--- src/sssfl_pkg.sv ---
// Constants shared by the second switch status register and its gap checker.
// Assumes the register sits at one address of the device's internal register port.
`default_nettype none

package sssfl_pkg;

    // --------------------------------------------------------------------
    // Register placement and width
    // --------------------------------------------------------------------
    localparam int REG_ADDR_W = 8;
    localparam logic [REG_ADDR_W-1:0] STATUS_SECOND_ADDR = 8'h09;
    localparam int DATA_W = 32;
    localparam logic [DATA_W-1:0] STATUS_SECOND_RESET = 32'h0000_0000;

    // --------------------------------------------------------------------
    // Field positions
    // --------------------------------------------------------------------
    localparam int BIT_CAPTURE_B = 21;
    localparam int BIT_CAPTURE_A = 20;
    localparam int BIT_PHY_IRQ = 19;
    localparam int BIT_P2_URGENT = 18;
    localparam int BIT_P2_WAITING = 17;
    localparam int BIT_TX_ECC = 12;
    localparam int BIT_RX_ECC = 11;
    localparam int BIT_SPI_CRC = 10;
    localparam int BIT_P1_GAP_FAULT = 8;
    localparam int BIT_P1_URGENT = 5;
    localparam int BIT_P1_WAITING = 4;
    localparam int BIT_TX_READY = 3;

    // --------------------------------------------------------------------
    // Gap checker sizing
    // --------------------------------------------------------------------
    localparam int GAP_W = 8;
    localparam logic [GAP_W-1:0] GAP_COUNT_RESET = 8'hff;
    localparam int SYNC_STAGES = 2;

    // One-hot states of the port 1 gap checker.
    typedef enum logic [2:0] {
        SSSFL_GAP = 3'h1,
        SSSFL_RECV = 3'h2,
        SSSFL_DROP = 3'h4
    } sssfl_gap_state_e;

endpackage : sssfl_pkg

`default_nettype wire

--- src/sssfl_status.sv ---
// Second switch status register, low 22 bits: sticky and mirrored status flags.
// Assumes event inputs are single-cycle pulses from logic on clk and the register
// port comes from the SPI decoder on the same clock.
`timescale 1ns/1ns
`default_nettype none

module sssfl_status
    import sssfl_pkg::*;
(
    input wire logic clk,
    input wire logic reset,
    // Register port from the SPI decoder.
    input wire logic [REG_ADDR_W-1:0] reg_addr,
    input wire logic reg_wr,
    input wire logic reg_rd,
    input wire logic [DATA_W-1:0] reg_wdata,
    output logic [DATA_W-1:0] reg_rdata,
    output logic reg_rvalid,
    // Configuration.
    input wire logic generic_spi,
    input wire logic cut_through,
    input wire logic low_priority_first,
    input wire logic tx_ready_on_empty,
    input wire logic [GAP_W-1:0] port1_gap_threshold,
    // Events and levels from the switch core.
    input wire logic capture_a_event,
    input wire logic capture_b_event,
    input wire logic phy2_irq,
    input wire logic tx_size_ecc_error,
    input wire logic rx_size_ecc_error,
    input wire logic spi_crc_error,
    input wire logic tx_done,
    input wire logic tx_fifo_empty,
    input wire logic port1_hi_present,
    input wire logic port1_lo_present,
    input wire logic port1_cut_ready,
    input wire logic port2_hi_present,
    input wire logic port2_lo_present,
    input wire logic port2_cut_ready,
    // Port 1 receive pins, asynchronous.
    input wire logic port1_rx_clk,
    input wire logic port1_rx_dv,
    // Actions toward the FIFOs and the host port.
    output logic tx_fifo_flush,
    output logic rx_fifo_flush,
    output logic port1_frame_drop,
    output logic port1_read_high,
    output logic port2_read_high,
    output logic host_port2_next,
    output logic host_port_decided
);

    // --------------------------------------------------------------------
    // State
    // --------------------------------------------------------------------
    typedef struct packed {
        logic cap_b;
        logic cap_a;
        logic phy_irq;
        logic p2_urgent;
        logic p2_waiting;
        logic tx_ecc;
        logic rx_ecc;
        logic spi_crc;
        logic gap_fault;
        logic p1_urgent;
        logic p1_waiting;
        logic tx_ready;
        logic [DATA_W-1:0] rdata;
        logic rvalid;
        logic tx_flush;
        logic rx_flush;
        logic p1_high;
        logic p2_high;
        logic p2_next;
        logic decided;
    } sssfl_status_s;

    sssfl_status_s s_q;
    sssfl_status_s s_d;
    logic gap_fault_pulse;
    logic hit_wr;
    logic tx_ready_set;

    // Apply a write-one-to-clear with the set taking precedence.
    function automatic logic sticky(input logic cur, input logic set, input logic clr);
        sticky = set | (cur & ~clr);
    endfunction : sticky

    // Choose the high priority queue unless both queues hold frames and low goes first.
    function automatic logic pick_high(input logic hi, input logic lo, input logic lpf);
        pick_high = hi & ~(lo & lpf);
    endfunction : pick_high

    // Pack the flags into their register positions; every other bit reads zero.
    function automatic logic [DATA_W-1:0] pack_flags(input sssfl_status_s s);
        pack_flags = STATUS_SECOND_RESET;
        pack_flags[BIT_CAPTURE_B] = s.cap_b;
        pack_flags[BIT_CAPTURE_A] = s.cap_a;
        pack_flags[BIT_PHY_IRQ] = s.phy_irq;
        pack_flags[BIT_P2_URGENT] = s.p2_urgent;
        pack_flags[BIT_P2_WAITING] = s.p2_waiting;
        pack_flags[BIT_TX_ECC] = s.tx_ecc;
        pack_flags[BIT_RX_ECC] = s.rx_ecc;
        pack_flags[BIT_SPI_CRC] = s.spi_crc;
        pack_flags[BIT_P1_GAP_FAULT] = s.gap_fault;
        pack_flags[BIT_P1_URGENT] = s.p1_urgent;
        pack_flags[BIT_P1_WAITING] = s.p1_waiting;
        pack_flags[BIT_TX_READY] = s.tx_ready;
    endfunction : pack_flags

    // --------------------------------------------------------------------
    // Port 1 gap checker
    // --------------------------------------------------------------------
    sssfl_gap_check u_gap (
        .clk(clk),
        .reset(reset),
        .rx_clk_pin(port1_rx_clk),
        .rx_dv_pin(port1_rx_dv),
        .port1_gap_threshold(port1_gap_threshold),
        .gap_fault_pulse(gap_fault_pulse),
        .frame_drop(port1_frame_drop)
    );

    // Register address decode and the transmit-ready set condition.
    assign hit_wr = reg_wr && (reg_addr == STATUS_SECOND_ADDR);
    assign tx_ready_set = generic_spi & tx_done & (~tx_ready_on_empty | tx_fifo_empty);

    // --------------------------------------------------------------------
    // Next state
    // --------------------------------------------------------------------
    // Sticky flags, mirrors and the register read path. Mirrors lag their source by one
    // cycle, which keeps the read data a clean flop output at the cost of that latency.
    always_comb begin
        s_d = s_q;
        s_d.cap_b = sticky(s_q.cap_b, capture_b_event, hit_wr & reg_wdata[BIT_CAPTURE_B]);
        s_d.cap_a = sticky(s_q.cap_a, capture_a_event, hit_wr & reg_wdata[BIT_CAPTURE_A]);
        s_d.phy_irq = phy2_irq;
        s_d.p2_urgent = generic_spi & port2_hi_present;
        s_d.p1_urgent = generic_spi & port1_hi_present;
        if (cut_through) begin
            s_d.p2_waiting = generic_spi & port2_cut_ready;
            s_d.p1_waiting = generic_spi & port1_cut_ready;
        end else begin
            s_d.p2_waiting = generic_spi & (port2_hi_present | port2_lo_present);
            s_d.p1_waiting = generic_spi & (port1_hi_present | port1_lo_present);
        end
        s_d.tx_ecc = sticky(s_q.tx_ecc, tx_size_ecc_error, hit_wr & reg_wdata[BIT_TX_ECC]);
        s_d.rx_ecc = sticky(s_q.rx_ecc, rx_size_ecc_error, hit_wr & reg_wdata[BIT_RX_ECC]);
        s_d.spi_crc = sticky(s_q.spi_crc, generic_spi & spi_crc_error,
                             hit_wr & reg_wdata[BIT_SPI_CRC]);
        s_d.gap_fault = sticky(s_q.gap_fault, gap_fault_pulse,
                               hit_wr & reg_wdata[BIT_P1_GAP_FAULT]);
        s_d.tx_ready = sticky(s_q.tx_ready, tx_ready_set, hit_wr & reg_wdata[BIT_TX_READY]);
        s_d.tx_flush = tx_size_ecc_error;
        s_d.rx_flush = rx_size_ecc_error;
        s_d.p1_high = pick_high(port1_hi_present, port1_lo_present, low_priority_first);
        s_d.p2_high = pick_high(port2_hi_present, port2_lo_present, low_priority_first);
        s_d.decided = s_q.p1_urgent ^ s_q.p2_urgent;
        s_d.p2_next = s_q.p2_urgent & ~s_q.p1_urgent;
        s_d.rvalid = reg_rd;
        if (reg_rd) begin
            // An unmapped address answers zero rather than stale data.
            s_d.rdata = (reg_addr == STATUS_SECOND_ADDR) ? pack_flags(s_q) : STATUS_SECOND_RESET;
        end
    end

    // --------------------------------------------------------------------
    // Registers
    // --------------------------------------------------------------------
    // Every field clears to zero so the register reads its reset value.
    always_ff @(posedge clk) begin
        if (reset) begin
            s_q <= '0;
        end else begin
            s_q <= s_d;
        end
    end

    assign reg_rdata = s_q.rdata;
    assign reg_rvalid = s_q.rvalid;
    assign tx_fifo_flush = s_q.tx_flush;
    assign rx_fifo_flush = s_q.rx_flush;
    assign port1_read_high = s_q.p1_high;
    assign port2_read_high = s_q.p2_high;
    assign host_port2_next = s_q.p2_next;
    assign host_port_decided = s_q.decided;
endmodule : sssfl_status

`default_nettype wire

--- src/sssfl_gap_check.sv ---
// Port 1 interframe gap checker: measures idle link clock edges between frames.
// Assumes the receive clock and data valid are pins from the PHY, asynchronous to clk.
`timescale 1ns/1ns
`default_nettype none

module sssfl_gap_check
    import sssfl_pkg::*;
(
    input wire logic clk,
    input wire logic reset,
    input wire logic rx_clk_pin,
    input wire logic rx_dv_pin,
    input wire logic [GAP_W-1:0] port1_gap_threshold,
    output logic gap_fault_pulse,
    output logic frame_drop
);

    // --------------------------------------------------------------------
    // State
    // --------------------------------------------------------------------
    typedef struct packed {
        logic [SYNC_STAGES-1:0] clk_sync;
        logic [SYNC_STAGES-1:0] dv_sync;
        logic clk_prev;
        sssfl_gap_state_e state;
        logic [GAP_W-1:0] gap_cnt;
        logic fault;
    } sssfl_gap_s;

    sssfl_gap_s s_q;
    sssfl_gap_s s_d;
    logic link_edge;
    logic dv_now;

    // Only the second synchroniser stage is looked at by any logic.
    assign link_edge = s_q.clk_sync[1] & ~s_q.clk_prev;
    assign dv_now = s_q.dv_sync[1];

    // Next state: count idle link edges, judge the gap at the start of each frame.
    always_comb begin
        s_d = s_q;
        s_d.clk_sync = {s_q.clk_sync[0], rx_clk_pin};
        s_d.dv_sync = {s_q.dv_sync[0], rx_dv_pin};
        s_d.clk_prev = s_q.clk_sync[1];
        s_d.fault = 1'b0;
        if (link_edge) begin
            case (s_q.state)
                SSSFL_GAP: begin
                    if (dv_now) begin
                        if (s_q.gap_cnt < port1_gap_threshold) begin
                            s_d.state = SSSFL_DROP;
                            s_d.fault = 1'b1;
                        end else begin
                            s_d.state = SSSFL_RECV;
                        end
                    end else if (s_q.gap_cnt != GAP_COUNT_RESET) begin
                        s_d.gap_cnt = s_q.gap_cnt + 8'h01; // Saturates so long idles stay legal.
                    end
                end
                SSSFL_RECV, SSSFL_DROP: begin
                    if (!dv_now) begin
                        s_d.state = SSSFL_GAP;
                        s_d.gap_cnt = 8'h01;
                    end
                end
                default: begin
                    s_d.state = SSSFL_GAP;
                end
            endcase
        end
    end

    // Register the state; the gap count starts saturated so the first frame passes.
    // The link clock sampler starts high, so a pin already high after reset gives no false rising edge.
    always_ff @(posedge clk) begin
        if (reset) begin
            s_q <= '{clk_sync: '1, dv_sync: '0, clk_prev: 1'b1, state: SSSFL_GAP,
                     gap_cnt: GAP_COUNT_RESET, fault: 1'b0};
        end else begin
            s_q <= s_d;
        end
    end

    assign gap_fault_pulse = s_q.fault;
    assign frame_drop = (s_q.state == SSSFL_DROP);
endmodule : sssfl_gap_check

`default_nettype wire

--- config.mk ---
export PLATFORM = sky130hd
export DESIGN_NAME = sssfl_status
export DESIGN_NICKNAME = d
export VERILOG_FILES = /design/src/sssfl_pkg.sv /design/src/sssfl_status.sv /design/src/sssfl_gap_check.sv
export SDC_FILE = /design/constraint.sdc
export NUM_CORES = 1
export LEC_CHECK = 0
export BUFFER_PORTS_ARGS = -buffer_cell sky130_fd_sc_hd__buf_2
export CAP_MARGIN = 25
export CORE_MARGIN = 5
export CORE_UTILIZATION = 30
export DETAILED_ROUTE_END_ITERATION = 8
export HOLD_SLACK_MARGIN = 0.08
export PLACE_DENSITY_LB_ADDON = 0.15
export SKIP_CTS_REPAIR_TIMING = 1
export SLEW_MARGIN = 25
export SYNTH_ARGS = -nofsm -noshare
export SYNTH_HDL_FRONTEND = slang
export SYNTH_HIERARCHICAL = 1
export SYNTH_SLANG_ARGS = --single-unit
--- constraint.sdc ---
create_clock -name clk -period 1.9 [get_ports clk]
set_input_delay 0.19 -clock clk [delete_from_list [all_inputs] [get_ports clk]]
set_output_delay 0.19 -clock clk [all_outputs]
set_load 0.02 [all_outputs]
Word-level counts from Yosys, hierarchy flattened
Index checks and enable logic that the tools add are counted.
{"block": "op_classes", "add_sub_neg": 1, "n_eq_ne": 9, "n_bitwise": 55, "order_cmp": 1, "reduce_logical": 6, "mux": 11}
{"op": "AND 1 bit", "count": 29}
{"op": "two-way mux 22 bit", "count": 1}
{"op": "two-way mux 8 bit", "count": 2}
{"op": "one-hot mux 8 bit (2 select lines)", "count": 1}
{"op": "inverter 1 bit", "count": 15}
{"op": "two-way mux 11 bit", "count": 1}
{"op": "OR 1 bit", "count": 10}
{"op": "adder 8 x 1 -> 8 bit (second input constant)", "count": 1}
{"op": "== test 8 x 4 -> 1 bit (second input constant)", "count": 1}
{"op": "< comparator 8 bit", "count": 1}
{"op": "!= test 8 bit (second input constant)", "count": 1}
{"op": "two-way mux 3 bit", "count": 2}
{"op": "one-hot mux 3 bit (2 select lines)", "count": 1}
{"op": "AND reduction 5 bit", "count": 1}
{"op": "!= test 2 x 1 -> 1 bit (second input constant)", "count": 2}
{"op": "!= test 2 bit (second input constant)", "count": 2}
{"op": "OR reduction 4 bit", "count": 1}
{"op": "== test 3 x 1 -> 1 bit (second input constant)", "count": 1}
{"op": "== test 3 x 2 -> 1 bit (second input constant)", "count": 1}
{"op": "== test 3 bit (second input constant)", "count": 1}
{"op": "two-way mux 1 bit", "count": 3}
{"op": "AND reduction 3 bit", "count": 1}
{"op": "nonzero test 2 bit", "count": 1}
{"op": "OR reduction 2 bit", "count": 1}
{"op": "other kinds (2)", "count": 2}
{"block": "totals", "input_bits": 72, "ff_bits": 68, "out_inout_bits": 40}

Depth between registers and ports, before layout
{"block": "depth", "depth_word": 6, "ltp_mapped": 6, "depth_no_buf": 6}

Cells and area by module
Netlist, hierarchy kept.
{"module": "sssfl_status", "seq_area_each_um2": 620.6, "instances": 1, "cells_each": 157, "area_per_inst_um2": 1478.9}
{"module": "sssfl_gap_check", "seq_area_each_um2": 340.3, "instances": 1, "cells_each": 115, "area_per_inst_um2": 1052.3}

Worst setup path before layout
OpenSTA, ideal clock, no wires.
{"block": "synth_path", "path_type": "register to register", "start": "register u_gap/s_q[1] (netlist bit)", "end": "register u_gap/s_q[2] (netlist bit)", "stages_incl_launch_ff": 7, "synth_period_minus_slack_ns": 1.875, "arrival_time_ns": 1.753, "path_slack_ns": 0.025, "cell_sequence": "dfxtp_1 ha_1 and4_1 a2111oi_4 buf_6 nor2_1 a221o_1"}
{"block": "synth_via", "elab_chain_cells": 4, "elab_cells_between_ends": 7, "cone_classes": "add/sub (1); eq/ne (2); mux (3); reduce/logical (1)"}
{"element": "start: declaration", "line_no": "sssfl_gap_check.sv:30", "text": "sssfl_gap_s s_q;"}
{"element": "start signal: assignment", "line_no": "sssfl_gap_check.sv:77", "text": "s_q <= '{clk_sync: '1, dv_sync: '0, clk_prev: 1'b1, state: SSSFL_GAP,"}
{"element": "adder 8 x 1 -> 8 bit", "line_no": "sssfl_gap_check.sv:57", "text": "s_d.gap_cnt = s_q.gap_cnt + 8'h01;"}
{"element": "two-way mux 8 bit", "line_no": "sssfl_gap_check.sv:56", "text": "end else if (s_q.gap_cnt != GAP_COUNT_RESET) begin"}
{"element": "two-way mux 8 bit", "line_no": "sssfl_gap_check.sv:49", "text": "if (dv_now) begin"}
{"element": "one-hot mux 8 bit (2 select lines)", "line_no": "sssfl_gap_check.sv:47", "text": "case (s_q.state)"}
Parallel ways exist; a longest one is shown, timed or not. The select of a mux whose other input is x is not followed.
A chain may end at the register's enable or synchronous reset.

Worst setup path in the final report
{"block": "layout_path", "start": "register u_gap/s_q[2] (netlist bit)", "end": "register u_gap/s_q[6] (netlist bit)"}
The elaborated chain is that of the path after synthesis.

==> results.ini <==
[clocking]
cts_tree=built
cts_sinks=48
cts_root_buf=clkbuf_8
cts_buffer_depth=2
numCtsBuffers=5
clk_latency_ns=0.30
path_clk_slew_ns=0.09
htree_levels=2

[placed_design]
dp_slack_ns=0.00787
place_inst=427
port_buffers=66
hpwl_microns=4230
gp_congestion=0.727
placed_cell_area_sq_um=2830

[finish]
area_delta_synth_final_pct=19.3
multi_input_area_sq_um=1310
final_layout_size_suffix_gt1_frac=0.344
stdcell_area_sq_um=3020
diodes=0
fin_nets=412
post-route-util=0.368
nFillCells=890
final_cells=436
regArea_sq_um=962

[critical_path]
critPathRequiredTime_ns=2.09
start_kind=flop
worstSetupEndpointType=flop
crit_path_max_fanout=7
worstSetupPathType=reg2reg
crit_arrival_ns=2.11
r2r_cells=6

[yosys]
yosysTopAreaCellShare=0.380
yosysTopAreaCell=dfxtp_1
synth-edff-count=0
netlist_area_sq_um=2530
synth_common_cells=dfxtp_1 (48), buf_4 (32), nor2_1 (19)
synth_warnings=6
synth.most_common_cell=dfxtp_1
ys_ff_latch=48
syn_inst=272
synthTopCellsByArea=dfxtp_1 (38%), buf_4 (9.5%), ha_1 (4.4%)
ys_types=51
async_flop_share=0
ys_seq_area_frac=0.380
avgSynthCellArea_sq_um=9.31
synthFlopType=dfxtp_1

[route]
first_pass_iters=4
routed_wl_microns=5550
top_layer_used=met4
wl_met2_microns=2780
antenna_left=0
vias=1991
drc=0
via_per_inst=4.57
drtIter0Drc=49
wl_met1_microns=2340
wl_per_cell_microns=12.7
wl_met3_microns=381

[min_path]
whs_path_depth=2
hp-class=in2reg

[die]
core_sq_um=8220
dieArea_sq_um=10400
initial_core_util=0.308
rows=33
die_h_microns=102
ios=112
dieWidth_microns=102

[timing]
finalSetupTns_ns=-0.0429
finalMaxSlewViolations=0
fin_skew_ns=0.0124
rsz0062_at_grt=true
hold_viol=0
holdWs_ns=0.0876
finalCritPeriodShare=1.01
max_freq_ghz=0.521
finalSetupViolCount=4
period_needed_ns=1.92
worst_slack_ns=-0.0191

[global_routing]
grt_pass1_wl_microns=8690
first_global_vias=1892
grt.overflow.total=0
grt_max_degree=27
antenna_found_initial=0
grt_usage=0.105

[status]
failed_checks=setup timing
status=complete, but fails checks

[pwr]
power_per_cell_area_nw_per_um2=701
power_mw=2.12
p_leak_nw=1.34
ir_drop_uv=355

[job]
maxCapViolations=0

[path summary, 6_finish.rpt]
| path | startpoint | endpoint | slack [ns] |
|---|---|---|---|
| worst min register to register | u_gap/s_d[16] | u_gap/s_d[12] | 0.42 |
| worst max-delay path | u_gap/s_q[2] | u_gap/s_q[6] | -0.02 |
| worst max register to register | u_gap/s_q[2] | u_gap/s_q[6] | -0.02 |
| worst min-delay path | low_priority_first | port2_read_high | 0.09 |
[report_power, final]
part / leakage [nW] / switching, mW / total, mW / internal (mW)
Combinational: 0.881 / 0.133 / 0.223 / 0.0893
Sequential: 0.392 / 0.0123 / 1.04 / 1.03
Clock: 0.0642 / 0.334 / 0.852 / 0.518
Total: 1.34 / 0.480 / 2.12 / 1.64
[placed cells by master, fill, tap and decap left out, types with 6 or more instances in the layout]
cell,Yosys,final
buf_2,1,66
inv_1,11,11
conb_1,1,20
dfxtp_1,48,47
ha_1,9,8
nor2b_1,12,12
a21oi_1,11,10
o31ai_1,7,6
nor2_1,19,19
o21ai_0,8,8
nand2b_1,10,10
buf_4,32,8
nand2_1,18,18
or3b_2,8,8
[registers in the layout (all words and copies together) (netlist names)]
name                   count
reg_rdata                 12
s_q                       12
u_gap/s_q                 12
u_gap/s_d                  3
host_port2_next            1
host_port_decided          1
port1_read_high            1
port2_read_high            1
reg_rvalid                 1
rx_fifo_flush              1
tx_fifo_flush              1
u_gap/dv_now               1
u_gap/gap_fault_pulse      1
[critical path: stages, from the launching register on]
cell	delay [ns]
dfxtp_1	0.34
ha_4	0.17
and4_4	0.20
a2111oi_4	0.45
clkbuf_16	0.23
mux2i_1	0.07
a221o_1	0.34
[per-layer routing]
metal | global-route usage | vias up
li1 | - | 1023
met3 | 0.0280 | 4
met5 | 0 | -
met4 | 0.0303 | 0
met1 | 0.131 | 915
met2 | 0.178 | 49
[final cells by class]
cell class                      instances  share of cell area
Clock buffer                            5              0.0228
Clock inverter                          2              0.0199
Inverter                               11              0.0137
Multi-Input combinational cell        188               0.432
Sequential cell                        48               0.319
Tap cell                              105              0.0435
Timing Repair Buffer                   77               0.149
[cell families after synthesis]
family          synth area share
xor+xnor                 0.00346
compound gates             0.174
mux                       0.0119
other cells              0.00148
simple gates               0.243
buf+inv                    0.142
fa+ha+maj                 0.0445
flops                      0.380
No activity file was read; power rests on OpenSTA's default activity.
